--- src/pin_if_pkg.sv ---
// shared constants and carrier types for the modem host pin interface
package pin_if_pkg;
  localparam int unsigned CLK_HZ        = 250000000;
  localparam int unsigned BAUD          = 9600;
  localparam int unsigned BIT_CYCLES    = CLK_HZ / BAUD;
  localparam int unsigned DATA_BITS     = 8;
  localparam int unsigned FIFO_DEPTH    = 8;
  localparam int unsigned CNT_W         = 16;
  localparam logic [7:0]  ONLINE_CMD    = 8'h4F;
  localparam logic        LINE_IDLE     = 1'b1;

  typedef enum logic [2:0]
  {
    MODE_ON_HOOK = 3'b001,
    MODE_COMMAND = 3'b010,
    MODE_DATA    = 3'b100
  } mode_type;

  typedef struct packed
  {
    logic       valid;
    logic [7:0] data;
  } byte_type;

  typedef struct packed
  {
    logic carrier;
    logic set_ready;
    logic clear_to_send;
  } status_type;
endpackage

--- src/modem_host_pin_interface.sv ---
// host-facing pins of the modem: serial data, handshakes, escape, ring and hook
// Function
// - escape in data mode enters command mode and stays off-hook.
// - go-online command received in command mode returns to data mode.
// - ring indicate is open drain: low when active, released otherwise.
// - hook relay drive pulls low when active, pulls high when inactive.
// - reset is active low; low holds device in reset.
// - carrier detect output is active low.
// - set ready and clear to send outputs are active low.
// - transmit data accepted on non-inverted input.
// - received line data delivered on non-inverted output.
// - ring detect report drives ring indicate low.
// - hook relay high means on-hook, low means off-hook.
`timescale 1ns/1ns
module modem_host_pin_interface
  import pin_if_pkg::*;
#(
  parameter int unsigned BIT_CNT = BIT_CYCLES
)(
  input  wire logic       core_clk_i,
  input  wire logic       rst_b_i,
  input  wire logic       host_txd_i,
  output logic            host_rxd_o,
  input  wire logic       terminal_ready_n_i,
  input  wire logic       request_to_send_n_i,
  input  wire logic       escape_to_command_i,
  output logic            carrier_detect_n_o,
  output logic            set_ready_n_o,
  output logic            clear_to_send_n_o,
  output logic            ring_indicate_n_o,
  output logic            ring_indicate_n_oe_o,
  output logic            hook_relay_drive_n_o,
  input  wire logic       ring_detect_i,
  input  wire logic       dial_request_i,
  input  wire logic       carrier_i,
  input  wire logic       line_byte_valid_i,
  input  wire logic [7:0] line_byte_i,
  output logic            line_byte_valid_o,
  input  wire logic       line_byte_ready_i,
  output logic      [7:0] line_byte_o
);
  typedef struct packed
  {
    mode_type         mode;
    logic [CNT_W-1:0] rx_cnt;
    logic [3:0]       rx_bit;
    logic             rx_busy;
    logic [7:0]       rx_sh;
    logic             rx_done;
    logic [7:0]       rx_byte;
    logic [CNT_W-1:0] tx_cnt;
    logic [3:0]       tx_bit;
    logic             tx_busy;
    logic [8:0]       tx_sh;
    logic             txd;
    logic             ring;
    status_type       status;
  } state_type;

  state_type  st_r;
  state_type  st_nxt;
  logic       fifo_valid;
  logic       fifo_pop;
  logic [7:0] fifo_data;
  logic       fifo_ready;
  logic       host_byte_valid;

  // received host bytes go to the line in data mode only
  assign host_byte_valid = st_r.rx_done && (st_r.mode == MODE_DATA);

  // the fifo absorbs line bytes while the host serialiser is busy
  byte_fifo #(
    .WIDTH (DATA_BITS),
    .DEPTH (FIFO_DEPTH)
  ) u_line_fifo (
    .core_clk_i  (core_clk_i),
    .rst_b_i     (rst_b_i),
    .in_valid_i  (line_byte_valid_i && st_r.mode == MODE_DATA),
    .in_ready_o  (fifo_ready),
    .in_data_i   (line_byte_i),
    .out_valid_o (fifo_valid),
    .out_ready_i (fifo_pop),
    .out_data_o  (fifo_data)
  );

  // terminal ready low lets the modem hand bytes to the host
  assign fifo_pop = fifo_valid && !st_r.tx_busy && !terminal_ready_n_i;

  function automatic logic [CNT_W-1:0] bit_len(input logic half);
    bit_len = half ? CNT_W'(BIT_CNT / 2) : CNT_W'(BIT_CNT - 1);
  endfunction

  always_comb
  begin
    st_nxt         = st_r;
    st_nxt.rx_done = 1'b0;
    // receiver: sample host_txd_i mid-bit
    if (!st_r.rx_busy)
    begin
      if (host_txd_i != LINE_IDLE)
      begin
        st_nxt.rx_busy = 1'b1;
        st_nxt.rx_bit  = 4'h0;
        st_nxt.rx_cnt  = bit_len(1'b1);
      end
    end
    else if (st_r.rx_cnt != '0)
      st_nxt.rx_cnt = st_r.rx_cnt - 1'b1;
    else
    begin
      st_nxt.rx_cnt = bit_len(1'b0);
      st_nxt.rx_bit = st_r.rx_bit + 4'h1;
      if (st_r.rx_bit == 4'h0 && host_txd_i)
        st_nxt.rx_busy = 1'b0;
      else if (st_r.rx_bit == 4'h9)
      begin
        st_nxt.rx_busy = 1'b0;
        st_nxt.rx_done = host_txd_i;
        st_nxt.rx_byte = st_r.rx_sh;
      end
      else if (st_r.rx_bit != 4'h0)
        st_nxt.rx_sh = {host_txd_i, st_r.rx_sh[7:1]};
    end
    // transmitter toward host_rxd_o
    if (!st_r.tx_busy)
    begin
      st_nxt.txd = LINE_IDLE;
      if (fifo_pop)
      begin
        st_nxt.tx_busy = 1'b1;
        st_nxt.tx_sh   = {1'b1, fifo_data};
        st_nxt.tx_bit  = 4'h0;
        st_nxt.tx_cnt  = bit_len(1'b0);
        st_nxt.txd     = 1'b0;
      end
    end
    else if (st_r.tx_cnt != '0)
      st_nxt.tx_cnt = st_r.tx_cnt - 1'b1;
    else if (st_r.tx_bit == 4'h9)
    begin
      st_nxt.tx_busy = 1'b0;
      st_nxt.txd     = LINE_IDLE;
    end
    else
    begin
      st_nxt.tx_cnt = bit_len(1'b0);
      st_nxt.tx_bit = st_r.tx_bit + 4'h1;
      st_nxt.txd    = st_r.tx_sh[0];
      st_nxt.tx_sh  = {1'b1, st_r.tx_sh[8:1]};
    end
    // mode control
    case (st_r.mode)
      MODE_ON_HOOK:
        if (dial_request_i && !terminal_ready_n_i)
          st_nxt.mode = MODE_COMMAND;
      MODE_DATA:
        if (escape_to_command_i)
          st_nxt.mode = MODE_COMMAND;
      MODE_COMMAND:
        if (terminal_ready_n_i)
          st_nxt.mode = MODE_ON_HOOK;
        else if (st_r.rx_done && st_r.rx_byte == ONLINE_CMD && !escape_to_command_i)
          st_nxt.mode = MODE_DATA;
      default:
        st_nxt.mode = MODE_ON_HOOK;
    endcase
    st_nxt.ring                 = ring_detect_i;
    st_nxt.status.carrier       = carrier_i && (st_r.mode == MODE_DATA);
    st_nxt.status.set_ready     = (st_r.mode != MODE_ON_HOOK);
    st_nxt.status.clear_to_send = (st_r.mode == MODE_DATA) && !request_to_send_n_i && fifo_ready;
  end

  // synchronous active-low reset holds everything idle
  always_ff @(posedge core_clk_i)
  begin
    if (!rst_b_i)
    begin
      st_r      <= '0;
      st_r.mode <= MODE_ON_HOOK;
      st_r.txd  <= LINE_IDLE;
    end
    else
      st_r <= st_nxt;
  end

  assign host_rxd_o           = st_r.txd;
  assign line_byte_valid_o    = host_byte_valid && st_r.status.clear_to_send;
  assign line_byte_o          = st_r.rx_byte;
  assign carrier_detect_n_o   = !st_r.status.carrier;
  assign set_ready_n_o        = !st_r.status.set_ready;
  assign clear_to_send_n_o    = !st_r.status.clear_to_send;
  // open drain: output low, enable low while pulling
  assign ring_indicate_n_o    = 1'b0;
  assign ring_indicate_n_oe_o = !st_r.ring;
  // off-hook in command and data modes
  assign hook_relay_drive_n_o = (st_r.mode == MODE_ON_HOOK);
endmodule

--- src/byte_fifo.sv ---
// small synchronous fifo with valid/ready on both sides
`timescale 1ns/1ns
module byte_fifo #(
  parameter int unsigned WIDTH = 8,
  parameter int unsigned DEPTH = 8
)(
  input  wire logic             core_clk_i,
  input  wire logic             rst_b_i,
  input  wire logic             in_valid_i,
  output logic                  in_ready_o,
  input  wire logic [WIDTH-1:0] in_data_i,
  output logic                  out_valid_o,
  input  wire logic             out_ready_i,
  output logic      [WIDTH-1:0] out_data_o
);
  localparam int unsigned AW = $clog2(DEPTH);
  typedef struct packed
  {
    logic [AW-1:0] wr;
    logic [AW-1:0] rd;
    logic [AW:0]   count;
  } fifo_state_type;

  logic [WIDTH-1:0] mem [DEPTH];
  fifo_state_type   st_r;
  fifo_state_type   st_nxt;
  logic             push;
  logic             pop;

  assign in_ready_o  = (st_r.count != (AW+1)'(DEPTH));
  assign out_valid_o = (st_r.count != '0);
  assign out_data_o  = mem[st_r.rd];
  assign push        = in_valid_i && in_ready_o;
  assign pop         = out_valid_o && out_ready_i;

  always_comb
  begin
    st_nxt = st_r;
    if (push)
      st_nxt.wr = st_r.wr + 1'b1;
    if (pop)
      st_nxt.rd = st_r.rd + 1'b1;
    if (push && !pop)
      st_nxt.count = st_r.count + 1'b1;
    else if (pop && !push)
      st_nxt.count = st_r.count - 1'b1;
  end

  always_ff @(posedge core_clk_i)
  begin
    if (!rst_b_i)
      st_r <= '0;
    else
      st_r <= st_nxt;
    if (push)
      mem[st_r.wr] <= in_data_i;
  end
endmodule

--- config.mk ---
export PLATFORM = sky130hd
export DESIGN_NAME = modem_host_pin_interface
export DESIGN_NICKNAME = d
export VERILOG_FILES = /design/src/pin_if_pkg.sv /design/src/modem_host_pin_interface.sv /design/src/byte_fifo.sv
export SDC_FILE = /design/constraint.sdc
export NUM_CORES = 1
export LEC_CHECK = 0
export CAP_MARGIN = 20
export CORE_ASPECT_RATIO = 0.8
export CORE_UTILIZATION = 50
export CTS_CLUSTER_DIAMETER = 120
export DETAILED_ROUTE_END_ITERATION = 8
export DONT_BUFFER_PORTS = 1
export GPL_TIMING_DRIVEN = 0
export PLACE_DENSITY = 0.74
export SKIP_CTS_REPAIR_TIMING = 1
export SLEW_MARGIN = 20
export SYNTH_ARGS = -nofsm -noshare
export SYNTH_HDL_FRONTEND = slang
export SYNTH_SLANG_ARGS = --single-unit
--- constraint.sdc ---
create_clock -name core_clk_i -period 5.4 [get_ports core_clk_i]
set_input_delay 1.08 -clock core_clk_i [delete_from_list [all_inputs] [get_ports core_clk_i]]
set_output_delay 1.08 -clock core_clk_i [all_outputs]
set_load 0.01 [all_outputs]
==> impl_metrics.toml <==
[status]
status = "finished clean"

[place]
dp_slack_ns = 1.58
dp.cells = 804
port_buffers = 0
globalplace.congestion = 0.930
hpwl_um = 10800

[final_layout]
drive_gt1_frac = 0.138
post-route-util = 0.584
stdcell_count = 837
syn_to_final_growth_pct = 12.3
fin_nets = 682

[floorplanning]
ios = 35
die_area_um2 = 14100
fp.dieH_um = 106
initial_core_util = 0.520
dieWidth_um = 133
rows = 37
core-area_um2 = 13100

[yosys]
async_flop_share = 0
syn-num-nets = 660
yosysSeqAreaShare = 0.543
synth_area_leader_cell = "edfxtp_1"
synth.distinct_cells = 70
synth_area_um2 = 6820
synth_most_common_cell = "dfxtp_1"
synth_commonest_cells = "dfxtp_1 (89), nor2_1 (65), edfxtp_1 (64)"
ys.flop_type = "dfxtp_1"
yosys_warnings = 0
synthTopCellsByArea = "edfxtp_1 (28%), dfxtp_1 (26%), mux4_2 (5.3%)"
syn_area_per_cell_um2 = 10.9
synthCells = 626
synth_edf_count = 64
synth_seq_cells = 153
yosysTopAreaCellShare = 0.282

[setup_path]
crit_family = "simple AND/OR/NAND/NOR gates"
slowest_stage = "nor4_1"
critPathMaxFanout = 10
critPathMaxStageDelay_ns = 0.56
critPathBufInv = 4
critPathKind = "reg2reg"
crit_path_cell_trace = "nor4_1 > nor3_1 > clkbuf_1 > inv_1 > clkbuf_1 > ha_1 > inv_1 > ha_1 > a21o_1 > a21oi_1 > xnor2_1 > or3_1 > a21oi_1"
cp.required_ns = 5.75
critPathArrivalTime_ns = 3.95
cp-start-kind = "flop"
end_kind = "flop"

[flow_run]
drv_cap = 0

[detailed_routing]
postRouteAntennaNets = 0
drt-initial-drc-count = 308
vias_per_cell = 5.98
num_vias = 5006
route.detailed.drc = 0
wl_um = 15600
wl_per_cell_um = 18.6
first_pass_iters = 5

[timing]
setup_viol = 0
finClkSkew_ns = 0.00879
fin_crit_sh = 0.666
worst_pin_slew_ns = 0.920
fin_tns_setup_ns = 0
setup_slack_ns = 1.80
fin_crit_ns = 3.60
hold_viol_final = 0
maxSlewViolCount = 0
rsz0062_at_grt = "false"
slew_headroom = 0.384
fmaxAchievable_ghz = 0.278

[clock_network]
tritoncts = "yes"
numCtsBuffers = 17
cts_root_buffer = "clkbuf_16"
path_clk_slew_ns = 0.06
clk_path_buf_depth = 2
cts_max_level = 4
clock-sinks = 153
clock_latency_ns = 0.43

[global_route]
grtUsageTotal = 0.236
antenna_found_initial = 0
grt_pass1_wl_um = 25400
grt_max_degree = 17
grt_pass1_vias = 4862
grt_overflow = 0

[power_and_ir_drop]
p_leak_nw = 2.66
ir_worst_vdd_v = 0.000237
cellPowerDensity_nw_per_um2 = 463

[hold_path]
hp-class = "reg2reg"
flip-flops by register name, indices dropped and copies added, names as in the netlist, named ones only:
signal / count
host_rxd_o: 1
line_byte_o: 8
st_r: 67
u_line_fifo.mem: 64
u_line_fifo.st_r: 10
final cells by class:
class	instances	area, µm²
Buffer	41	208
Sequential cell	153	3700
Fill cell	1054	5450
Antenna cell	1	2.50
Tap cell	175	219
Clock inverter	15	134
Timing Repair Buffer	3	22.5
Multi-Input combinational cell	411	2860
Clock buffer	17	425
Inverter	21	78.8
final timing paths:
check                                                 startpoint                               end  slack (ns)  cells past startpoint
worst max register to register  u_line_fifo.st_r[0]$_SDFFE_PN0P_  u_line_fifo.st_r[3]$_SDFFE_PN0P_        1.80                     13
worst min-delay path                       st_r[62]$_SDFFE_PN0P_             st_r[62]$_SDFFE_PN0P_        0.48                      2
worst min register to register             st_r[62]$_SDFFE_PN0P_             st_r[62]$_SDFFE_PN0P_        0.48                      2
worst max-delay path            u_line_fifo.st_r[0]$_SDFFE_PN0P_  u_line_fifo.st_r[3]$_SDFFE_PN0P_        1.80                     13
logic make-up (layout without fill, tap and decap cells):
| family | Yosys count | after routing | synth area share |
|---|---|---|---|
| XOR/XNOR | 9 | 9 | 0.0116 |
| AND/OR/NAND/NOR | 210 | 210 | 0.161 |
| adder cells (fa/ha/maj) | 15 | 15 | 0.0286 |
| multiplexers | 44 | 44 | 0.0943 |
| other | 1 | 2 | 0.000550 |
| flip-flops | 153 | 153 | 0.543 |
| AO/OA/AOI/OAI | 132 | 132 | 0.119 |
| buffers and inverters | 62 | 97 | 0.0420 |
layer usage:
metal  global-route usage  wire, µm  vias to the layer above
li1                     -         -                     2370
met1                0.319      7050                     2422
met2                0.370      7120                      191
met3               0.0668      1150                       23
met4               0.0681       236                        0
met5                    0         0                        -
worst register-to-register path: stages (launching register included):
cell      delay (ns)
dfxtp_1         0.37
nor4_1          0.56
nor3_1          0.16
clkbuf_1        0.27
inv_1           0.12
clkbuf_1        0.45
ha_1            0.30
inv_1           0.10
ha_1            0.29
a21o_1          0.19
a21oi_1         0.18
xnor2_1         0.09
or3_1           0.30
a21oi_1         0.13
layout by cell type (no fill, tap or decap), types with 4 or more instances in the layout:
cell type	n
a311oi_1	5
nand2_1	36
mux2i_1	26
buf_4	12
clkbuf_16	17
xnor2_1	5
edfxtp_1	64
nor4_1	8
or3_1	6
ha_1	14
and2_1	4
dfxtp_1	89
and3_1	8
inv_1	19
o211ai_1	6
xor2_1	4
o21ai_0	32
buf_2	4
inv_6	5
clkinvlp_4	5
nand4_1	6
or4b_2	4
nor2_1	65
mux4_2	16
clkbuf_1	25
a31oi_1	7
nor3_1	19
nand3_1	17
o21a_1	5
a21oi_1	49
power by group:
group | internal (W) | total, W | switching [W] | leakage [nW]
clock network | 0.000603 | 0.00112 | 0.000518 | 0.260
logic | 0.000389 | 0.00104 | 0.000648 | 1.10
registers | 0.00130 | 0.00139 | 0.0000896 | 1.30
total | 0.00229 | 0.00354 | 0.00126 | 2.66
per-stage QoR:
| step | total power [W] | hold slack (ns) | area [µm²] |
|---|---|---|---|
| 6_report | 0.00354 | 0.480 | 7650 |
| 2_1_floorplan | 0.00216 | 0.441 | 6820 |
| 3_5_place_dp | 0.00241 | 0.470 | 7090 |
| 4_1_cts | 0.00353 | 0.478 | 7650 |
| 5_1_grt | 0.00373 | 0.508 | 7650 |
| 3_3_place_gp | 0.00237 | 0.453 | 7040 |
Power figures use the tool's default switching activity.
